**config.mk**
```make
export PLATFORM = sky130hd
export DESIGN_NAME = sdct_ctrl_flat
export DESIGN_NICKNAME = d
export VERILOG_FILES = /design/src/shared/sdct_pkg.sv /design/src/shared/sdct_if.sv /design/src/verilog/sdct_ctrl.sv /design/src/flat_wrapper.sv
export SDC_FILE = /design/constraint.sdc
export NUM_CORES = 1
export LEC_CHECK = 0
export BUFFER_PORTS_ARGS = -buffer_cell sky130_fd_sc_hd__buf_2
export CAP_MARGIN = 20
export CORE_MARGIN = 2
export CORE_UTILIZATION = 63
export DETAILED_ROUTE_END_ITERATION = 6
export HOLD_SLACK_MARGIN = 0.15
export PLACE_DENSITY = 0.95
export SLEW_MARGIN = 10
export SYNTH_ARGS = -nofsm -noshare
export SYNTH_HDL_FRONTEND = slang
export SYNTH_SLANG_ARGS = --single-unit
```
**constraint.sdc**
```tcl
create_clock -name sys_clk -period 7.8 [get_ports sys_clk]
set_input_delay 0 -clock sys_clk [delete_from_list [all_inputs] [get_ports sys_clk]]
set_output_delay 0 -clock sys_clk [all_outputs]
set_load 0.02 [all_outputs]
```
**src/shared/sdct_pkg.sv**
```systemverilog
package sdct_pkg;
  localparam int CLK_PERIOD_NS = 10;
  function automatic int ns2cyc(input int ns);
    int r;
    r = (ns + CLK_PERIOD_NS - 1) / CLK_PERIOD_NS;
    if (r < 1) r = 1;
    return r;
  endfunction
  localparam int T_RC_NS = 63;
  localparam int T_RAS_MIN_NS = 42;
  localparam int T_RAS_MAX_NS = 100000;
  localparam int T_RP_NS = 20;
  localparam int T_RCD_NS = 20;
  localparam int T_RRD_NS = 14;
  localparam int T_RC_CYC = ns2cyc(T_RC_NS);
  localparam int T_RAS_CYC = ns2cyc(T_RAS_MIN_NS);
  localparam int T_RASMAX_CYC = T_RAS_MAX_NS / CLK_PERIOD_NS;
  localparam int T_RP_CYC = ns2cyc(T_RP_NS);
  localparam int T_RCD_CYC = ns2cyc(T_RCD_NS);
  localparam int T_RRD_CYC = ns2cyc(T_RRD_NS);
  localparam int T_WR_CYC = 2;
  localparam int T_DAL_CYC = 5;
  localparam int T_MRD_CYC = 2;
  localparam int T_CKA_CYC = 2;
  localparam int T_DQZ_CYC = 2;
  localparam int T_ROH_CL3 = 3;
  localparam int T_ROH_CL2 = 2;
  localparam int T_POWERUP_US = 200;
  localparam int T_POWERUP_CYC = T_POWERUP_US * 1000 / CLK_PERIOD_NS;
  localparam int T_REF_MS = 64;
  localparam int REF_ROWS = 4096;
  localparam int T_REFI_CYC = T_REF_MS * 1000000 / CLK_PERIOD_NS / REF_ROWS;
  localparam int INIT_REFRESHES = 2;
  localparam int BANKS = 4;
  localparam int DATA_W = 16;
  localparam int ADDR_W = 12;
  localparam int COL_W = 8;
  localparam int MEM_DEPTH = 256;
  localparam int MODE_CL_LSB = 4;
  localparam logic [2:0] CL_TWO = 3'h2;
  localparam logic [2:0] CL_THREE = 3'h3;
  // Command code is {cs_n, ras_n, cas_n, we_n}
  localparam logic [3:0] CMD_NOP = 4'h7;
  localparam logic [3:0] CMD_ACT = 4'h3;
  localparam logic [3:0] CMD_RD = 4'h5;
  localparam logic [3:0] CMD_WR = 4'h4;
  localparam logic [3:0] CMD_STOP = 4'h6;
  localparam logic [3:0] CMD_PRE = 4'h2;
  localparam logic [3:0] CMD_REF = 4'h1;
  localparam logic [3:0] CMD_MRS = 4'h0;
  localparam logic [3:0] CMD_INH = 4'hf;
endpackage

```
**src/shared/sdct_if.sv**
```systemverilog
`timescale 1ns/1ns
`default_nettype none
interface sdct_if;
  logic [3:0] cmd;
  logic [1:0] bank;
  logic [sdct_pkg::ADDR_W-1:0] addr;
  logic cke;
  logic [1:0] dqm;
  logic [sdct_pkg::DATA_W-1:0] dqCtrlOut;
  logic dqCtrlOe;
  logic [sdct_pkg::DATA_W-1:0] dqMemOut;
  logic dqMemOe;
  wire [sdct_pkg::DATA_W-1:0] dq;
  assign dq = dqCtrlOe ? dqCtrlOut : dqMemOe ? dqMemOut : '0;
  modport mem (input cmd, bank, addr, cke, dqm, dqCtrlOut, dqCtrlOe, dq,
    output dqMemOut, dqMemOe);
  modport ctrl (output cmd, bank, addr, cke, dqm, dqCtrlOut, dqCtrlOe,
    input dqMemOut, dqMemOe, dq);
endinterface
`default_nettype wire

```
**src/verilog/sdct_ctrl.sv**
```systemverilog
`timescale 1ns/1ns
`default_nettype none
module sdct_ctrl #(
  parameter int POWERUP_CYC = sdct_pkg::T_POWERUP_CYC,
  parameter int REFI_CYC = sdct_pkg::T_REFI_CYC,
  parameter int RASMAX_CYC = sdct_pkg::T_RASMAX_CYC
) (
  input wire logic sys_clk,
  input wire logic rst_n,
  sdct_if.ctrl mem,
  input wire logic reqValid,
  input wire logic reqWrite,
  input wire logic [1:0] reqBank,
  input wire logic [sdct_pkg::ADDR_W-1:0] reqRow,
  input wire logic [sdct_pkg::COL_W-1:0] reqCol,
  input wire logic [sdct_pkg::DATA_W-1:0] reqData,
  input wire logic [1:0] reqMask,
  output logic reqReady,
  output logic rdValid,
  output logic [sdct_pkg::DATA_W-1:0] rdData,
  output logic initDone
);
  typedef enum logic [3:0] {
    ST_POWER, ST_PREALL, ST_INITREF, ST_MRS, ST_IDLE, ST_ACT, ST_RW,
    ST_WAITRD, ST_PRE, ST_REF
  } sdct_state_t;
  typedef struct packed {
    sdct_state_t st;
    logic [31:0] waitCnt;
    logic [31:0] refCnt;
    logic [31:0] rasCnt;
    logic [1:0] refDone;
    logic refPend;
    logic wr;
    logic [3:0] cmd;
    logic [1:0] bank;
    logic [sdct_pkg::ADDR_W-1:0] addr;
    logic [1:0] dqm;
    logic [sdct_pkg::DATA_W-1:0] dout;
    logic doe;
    logic [3:0] rdPipe;
    logic rdValid;
    logic [sdct_pkg::DATA_W-1:0] rdData;
    logic initDone;
    logic [1:0] cb;
    logic [sdct_pkg::ADDR_W-1:0] cr;
    logic [sdct_pkg::COL_W-1:0] cc;
    logic [sdct_pkg::DATA_W-1:0] cd;
    logic [1:0] cm;
  } sdct_ctrl_state_t;
  sdct_ctrl_state_t s_reg, s_next;

  // Minimum intervals use the slower grade, rounded up in the package; the refresh and tRAS maximum round down
  function automatic logic [31:0] cyc(input int n);
    return 32'(n - 1);
  endfunction

  always_comb begin
    s_next = s_reg;
    s_next.cmd = sdct_pkg::CMD_NOP;
    s_next.doe = 1'b0;
    s_next.dqm = 2'h0;
    // Read mask goes out two cycles ahead of its word
    if (s_reg.rdPipe[0]) s_next.dqm = s_reg.cm;
    s_next.rdValid = 1'b0;
    s_next.rdPipe = {s_reg.rdPipe[2:0], 1'b0};
    // Word stands in the cycle before the fourth edge after the read
    if (s_reg.rdPipe[3]) begin
      s_next.rdValid = 1'b1;
      s_next.rdData = mem.dq;
    end
    if (s_reg.waitCnt != 32'h0) s_next.waitCnt = s_reg.waitCnt - 32'h1;
    if (s_reg.st == ST_RW || s_reg.st == ST_WAITRD) begin
      s_next.rasCnt = s_reg.rasCnt + 32'h1;
    end
    case (s_reg.st)
      ST_POWER: begin
        s_next.cmd = sdct_pkg::CMD_NOP;
        s_next.dqm = 2'h3;
        if (s_reg.waitCnt == 32'h0) s_next.st = ST_PREALL;
      end
      ST_PREALL: begin
        s_next.cmd = sdct_pkg::CMD_PRE;
        s_next.addr = 12'h400;
        s_next.waitCnt = cyc(sdct_pkg::T_RP_CYC);
        s_next.st = ST_INITREF;
      end
      ST_INITREF: if (s_reg.waitCnt == 32'h0) begin
        if (s_reg.refDone == 2'(sdct_pkg::INIT_REFRESHES)) begin
          s_next.st = ST_MRS;
        end else begin
          s_next.cmd = sdct_pkg::CMD_REF;
          s_next.refDone = s_reg.refDone + 2'h1;
          s_next.waitCnt = cyc(sdct_pkg::T_RC_CYC);
        end
      end
      ST_MRS: if (s_reg.waitCnt == 32'h0) begin
        s_next.cmd = sdct_pkg::CMD_MRS;
        // Burst length one, sequential, read latency three
        // One-word bursts never need a burst stop
        s_next.addr = 12'(sdct_pkg::CL_THREE) << sdct_pkg::MODE_CL_LSB;
        s_next.waitCnt = cyc(sdct_pkg::T_MRD_CYC);
        s_next.st = ST_IDLE;
        s_next.initDone = 1'b1;
      end
      ST_IDLE: if (s_reg.waitCnt == 32'h0) begin
        if (s_reg.refPend) begin
          s_next.cmd = sdct_pkg::CMD_REF;
          s_next.refPend = 1'b0;
          s_next.waitCnt = cyc(sdct_pkg::T_RC_CYC);
        end else if (reqValid) begin
          s_next.cmd = sdct_pkg::CMD_ACT;
          s_next.bank = reqBank;
          s_next.addr = reqRow;
          s_next.cb = reqBank;
          s_next.cr = reqRow;
          s_next.cc = reqCol;
          s_next.cd = reqData;
          s_next.cm = reqMask;
          s_next.wr = reqWrite;
          s_next.rasCnt = 32'h1;
          // One open bank at a time, so tRRD is met by tRC
          s_next.waitCnt = cyc(sdct_pkg::T_RCD_CYC);
          s_next.st = ST_RW;
        end
      end
      ST_RW: if (s_reg.waitCnt == 32'h0) begin
        s_next.cmd = s_reg.wr ? sdct_pkg::CMD_WR : sdct_pkg::CMD_RD;
        s_next.bank = s_reg.cb;
        s_next.addr = {4'h0, s_reg.cc}; // No auto-precharge
        if (s_reg.wr) begin
          s_next.doe = 1'b1;
          s_next.dout = s_reg.cd;
          s_next.dqm = s_reg.cm;
          s_next.waitCnt = cyc(sdct_pkg::T_WR_CYC + 1);
        end else begin
          s_next.rdPipe = {s_reg.rdPipe[2:0], 1'b1};
          s_next.waitCnt = cyc(4);
        end
        s_next.st = ST_WAITRD;
      end
      // Precharge once tRAS is met and the access has finished, or when rasCnt nears the tRAS maximum
      ST_WAITRD: if ((s_reg.waitCnt == 32'h0 ||
          s_reg.rasCnt >= 32'(RASMAX_CYC - 1)) &&
          s_reg.rasCnt >= 32'(sdct_pkg::T_RAS_CYC)) begin
        s_next.cmd = sdct_pkg::CMD_PRE;
        s_next.bank = s_reg.cb;
        s_next.addr = 12'h0;
        s_next.waitCnt = cyc(sdct_pkg::T_RP_CYC);
        s_next.st = ST_IDLE;
      end
      default: s_next.st = ST_POWER;
    endcase
    // After the state logic, so a new refresh request beats a clear
    if (s_reg.initDone) begin
      if (s_reg.refCnt == 32'(REFI_CYC - 1)) begin
        s_next.refCnt = 32'h0;
        s_next.refPend = 1'b1;
      end else begin
        s_next.refCnt = s_reg.refCnt + 32'h1;
      end
    end
    if (!rst_n) begin
      s_next = '0;
      s_next.st = ST_POWER;
      s_next.cmd = sdct_pkg::CMD_NOP;
      s_next.waitCnt = 32'(POWERUP_CYC - 1);
    end
  end

  always_ff @(posedge sys_clk) begin
    s_reg <= s_next;
  end

  assign mem.cmd = s_reg.cmd;
  assign mem.bank = s_reg.bank;
  assign mem.addr = s_reg.addr;
  assign mem.cke = 1'b1; // Never suspended, so no recovery wait
  assign mem.dqm = s_reg.dqm;
  assign mem.dqCtrlOut = s_reg.dout;
  assign mem.dqCtrlOe = s_reg.doe;
  assign reqReady = s_reg.st == ST_IDLE && s_reg.waitCnt == 32'h0 &&
    !s_reg.refPend;
  assign rdValid = s_reg.rdValid;
  assign rdData = s_reg.rdData;
  assign initDone = s_reg.initDone;
endmodule // sdct_ctrl
`default_nettype wire

```
**src/flat_wrapper.sv**
```systemverilog
// flat-port wrapper written by rule: the top's interface ports become plain ports
module sdct_ctrl_flat 
#(
  parameter int POWERUP_CYC = sdct_pkg::T_POWERUP_CYC,
  parameter int REFI_CYC = sdct_pkg::T_REFI_CYC,
  parameter int RASMAX_CYC = sdct_pkg::T_RASMAX_CYC
)
  (sys_clk, rst_n, reqValid, reqWrite, reqBank, reqRow, reqCol, reqData, reqMask, reqReady, rdValid, rdData, initDone, mem_cmd, mem_bank, mem_addr, mem_cke, mem_dqm, mem_dqCtrlOut, mem_dqCtrlOe, mem_dqMemOut, mem_dqMemOe);
  sdct_if mem_i ();
  input wire logic sys_clk;
  input wire logic rst_n;
  input wire logic reqValid;
  input wire logic reqWrite;
  input wire logic [1:0] reqBank;
  input wire logic [sdct_pkg::ADDR_W-1:0] reqRow;
  input wire logic [sdct_pkg::COL_W-1:0] reqCol;
  input wire logic [sdct_pkg::DATA_W-1:0] reqData;
  input wire logic [1:0] reqMask;
  output logic reqReady;
  output logic rdValid;
  output logic [sdct_pkg::DATA_W-1:0] rdData;
  output logic initDone;
  output wire logic [$bits(mem_i.cmd)-1:0] mem_cmd;
  output wire logic [$bits(mem_i.bank)-1:0] mem_bank;
  output wire logic [$bits(mem_i.addr)-1:0] mem_addr;
  output wire logic [$bits(mem_i.cke)-1:0] mem_cke;
  output wire logic [$bits(mem_i.dqm)-1:0] mem_dqm;
  output wire logic [$bits(mem_i.dqCtrlOut)-1:0] mem_dqCtrlOut;
  output wire logic [$bits(mem_i.dqCtrlOe)-1:0] mem_dqCtrlOe;
  input wire logic [$bits(mem_i.dqMemOut)-1:0] mem_dqMemOut;
  input wire logic [$bits(mem_i.dqMemOe)-1:0] mem_dqMemOe;
  assign mem_cmd = mem_i.cmd;
  assign mem_bank = mem_i.bank;
  assign mem_addr = mem_i.addr;
  assign mem_cke = mem_i.cke;
  assign mem_dqm = mem_i.dqm;
  assign mem_dqCtrlOut = mem_i.dqCtrlOut;
  assign mem_dqCtrlOe = mem_i.dqCtrlOe;
  assign mem_i.dqMemOut = mem_dqMemOut;
  assign mem_i.dqMemOe = mem_dqMemOe;
  sdct_ctrl #(.POWERUP_CYC(POWERUP_CYC), .REFI_CYC(REFI_CYC), .RASMAX_CYC(RASMAX_CYC)) u_core (.sys_clk(sys_clk), .rst_n(rst_n), .mem(mem_i), .reqValid(reqValid), .reqWrite(reqWrite), .reqBank(reqBank), .reqRow(reqRow), .reqCol(reqCol), .reqData(reqData), .reqMask(reqMask), .reqReady(reqReady), .rdValid(rdValid), .rdData(rdData), .initDone(initDone));
endmodule
```
==> reports/metrics.csv <==
stage,metric,value,unit
placement,port_buffers,115,
floorplanning,row_count,43,
routing,drcViolationCount,0,
routing,first_iter_violations,1348,
clocking,htree_levels,4,
global_route,grt_max_degree,63,
global_route,grt_pass1_vias,8309,
power,p_sw_share,23.15,%
sta,finalHoldViolations,0,
placement,place_area,9249,sq um
sta,max-slew-margin-rel,26.44,%
worst_setup_path,slowest_stage,nor3_2,
finish,layout_commonest_cell,dfxtp_1,
worst_setup_path,critical_path_class,flop to flop,
routing,post_drt_via_cell_ratio,6.300,
worst_setup_path,critPathRequiredTime,8.13,ns
power,p_switching,442.9,uW
logic_synthesis,synth_cells,1114,
finish,stdcell_count,1397,
floorplanning,die-area,15390,sq um
finish,largest_reg_flops,135,
global_route,grt_pass1_wl,39960,um
clocking,insertion_delay,0.45,ns
routing,routed-via-count,8801,
routing,drtPass1Iterations,6,
worst_setup_path,worst-path-buf-inv,1,
power,p_total,1.913,mW
sta,tns,0,ns
logic_synthesis,synth_area,9084,sq um
power,p_leak,3.868,nW
logic_synthesis,yosysTopAreaCellShare,41.65,%
power,p_per_area,182.3,nW/um^2
sta,setup_viol_count_final,0,
min_path,hp-class,input pin to flop,
global_route,grt_util_all_layers,33.23,%
logic_synthesis,synth_top_cell_by_area,dfxtp_1,
floorplanning,core,13990,sq um
logic_synthesis,ys_seq_area_share,41.65,%
floorplanning,fp.dieW,124.1,um
clocking,cts_resized,0,
finish,final_nets,1272,
logic_synthesis,synthArstFlopShare,0,%
sta,period_minus_slack,3.723,ns
logic_synthesis,syn_nets,1184,
logic_synthesis,avgSynthCellArea,8.154,sq um
clocking,cts_num_sinks,189,
clocking,clkTransAtPathRegs,0.07,ns
worst_setup_path,cp_top_family,simple AND/OR/NAND/NOR gates,
routing,antenna_left,0,
floorplanning,ios,118,
worst_setup_path,end_kind,flop,
logic_synthesis,synthDistinctLibCells,63,
worst_setup_path,path_max_fanout,13,
placement,dpl.hpwl,14390,um
global_route,antenna_found_initial,1,
clocking,tritoncts,done,
clocking,cts_made_buffers,17,
worst_setup_path,worstPathCellList,nor4_1 -> nand3_1 -> nor3_2 -> inv_1 -> ha_1 -> a22oi_1 -> o21ai_0 -> a211o_1,
power,pwr-share-comb,4.2,%
logic_synthesis,synth-seq-cells,189,
worst_setup_path,critPathMaxStageDelay,0.72,ns
sta,rsz0062_at_grt,no,
sta,tightest_slew,1.102,ns
finish,drive_gt1_share,14.07,%
sta,clock.fmax,268.6,MHz
clocking,ctsRootBufferMaster,clkbuf_16,
logic_synthesis,synth_area_leaders,"dfxtp_1 42%, nand2_1 6.8%, nor2_1 5.1%",
finish,final_cell_mix,"189 x dfxtp_1, 165 x nand2_1, 124 x nor2_1, 116 x buf_2, 75 x a21oi_1",
clocking,clockBufferDepth,2,
sta,maxSlewViolCount,0,
logic_synthesis,yosys_warnings,0,
power,seqPwrFrac,50.6,%
sta,skew,0.01708,ns
power,clockPowerShare,45.2,%
floorplanning,die_h,124.1,um
worst_setup_path,start_kind,flop,
routing,routed_wl,25700,um
finish,final_area,10490,sq um
logic_synthesis,synth_edf_count,0,
run,maxCapViolations,0,
floorplanning,start_util,64.94,%
placement,dp.cells,1297,
placement,gp_congestion,0.9606,
sta,hold_slack,0.1833,ns
run_status,outcome,"finished, final reports clean",
routing,routedWlPerCell,18.40,um
finish,syn2layout_area_growth,15.52,%
power,p_int,1.470,mW
global_route,overflow,0,
sta,fin_crit_sh,47.73,%
logic_synthesis,synth_top_flop_cell,dfxtp_1,
worst_setup_path,timing.critical_path.arrival,4.05,ns
power,ir_drop,0.0001803,V
-- timing repair --
| item | CTS | global route |
|---|---|---|
| buffers inserted | 0 | 0 |
| hold buffers | 63 | 0 |
| endpoints found under the hold margin | 70 | 0 |
-- power groups by stage --
stage	combinational (mW)	clock [mW]	sequential, mW
after floorplan	0.0293	0	0.990
after global placement	0.0503	0	0.990
after detailed placement	0.0504	0	0.990
after CTS	0.0740	0.857	0.968
after global routing	0.0853	0.907	0.967
final	0.0801	0.865	0.968
-- worst paths after layout --
| path | to | depth (start not counted) | from | slack, ns |
|---|---|---|---|---|
| worst max-delay path | u_core.s_reg[167]$_SDFF_PN1_ | 8 | u_core.s_reg[179]$_SDFF_PN0_ | 4.08 |
| worst min-delay path | u_core.rdData[7]$_SDFFE_PN0P_ | 4 | mem_dqMemOe | 0.18 |
| worst max register to register | u_core.s_reg[167]$_SDFF_PN1_ | 8 | u_core.s_reg[179]$_SDFF_PN0_ | 4.08 |
| worst min register to register | u_core.s_reg[60]$_SDFF_PN0_ | 1 | u_core.s_reg[59]$_SDFF_PN0_ | 0.44 |
-- metrics by stage --
step	worst slack, ns	util [%]
6_report	4.077	75.02
3_3_place_gp	4.420	66.12
4_1_cts	4.066	74.79
2_1_floorplan	5.084	-
3_5_place_dp	4.262	66.12
5_1_grt	3.832	75.00
-- logic make-up after synthesis --
logic type      synth area share [%]
fa+ha+maj                      1.350
other cells                  0.08268
flops                          41.65
simple gates                   25.52
compound gates                 14.85
buf+inv                        8.099
mux                           0.2479
xor+xnor                       8.196
-- tightest hold or removal path, stage by stage --
cell and delay (ns):
buf_2 0.11, nor2b_1 0.16, a22oi_1 0.20, a211oi_1 0.10
-- synth_stat cells, drive strengths merged, types with 2 or more instances --
master / n
clkbuf: 41
or4: 9
nor4b: 3
a31oi: 22
dfxtp: 189
nor4: 23
a32oi: 7
buf: 75
a211oi: 31
nor3: 18
or3: 9
or3b: 2
xor2: 49
conb: 2
mux2: 2
xnor2: 36
o21ai: 25
o211ai: 12
a311oi: 2
nand2: 165
inv: 15
nand4: 26
o31ai: 2
o22ai: 3
nor2b: 3
nand2b: 5
a211o: 2
ha: 9
and4: 8
and3: 20
or2: 2
and2: 12
nand4b: 3
a22oi: 18
nor2: 124
a21oi: 76
nand3: 48
clkinv: 2
-- routing by layer --
metal | GRT usage, % | vias to the layer above | wire [um]
met1 | 38.45 | 4030 | 9821
met4 | 19.73 | 0 | 1509
li1 | - | 4027 | -
met2 | 53.28 | 585 | 11870
met5 | 0 | - | 0
met3 | 11.22 | 159 | 2501
-- cell type report --
type	instances	area [sq um]
diodes	2	5.005
clock buffers	19	452.9
clock inverters	13	128.9
fillers	880	3495
inverters	17	63.81
multi-input cells	792	4571
flip-flops and latches	189	3784
well taps	180	225.2
repair buffers	185	1264
Note: power is estimated with default switching activity, not from simulation.
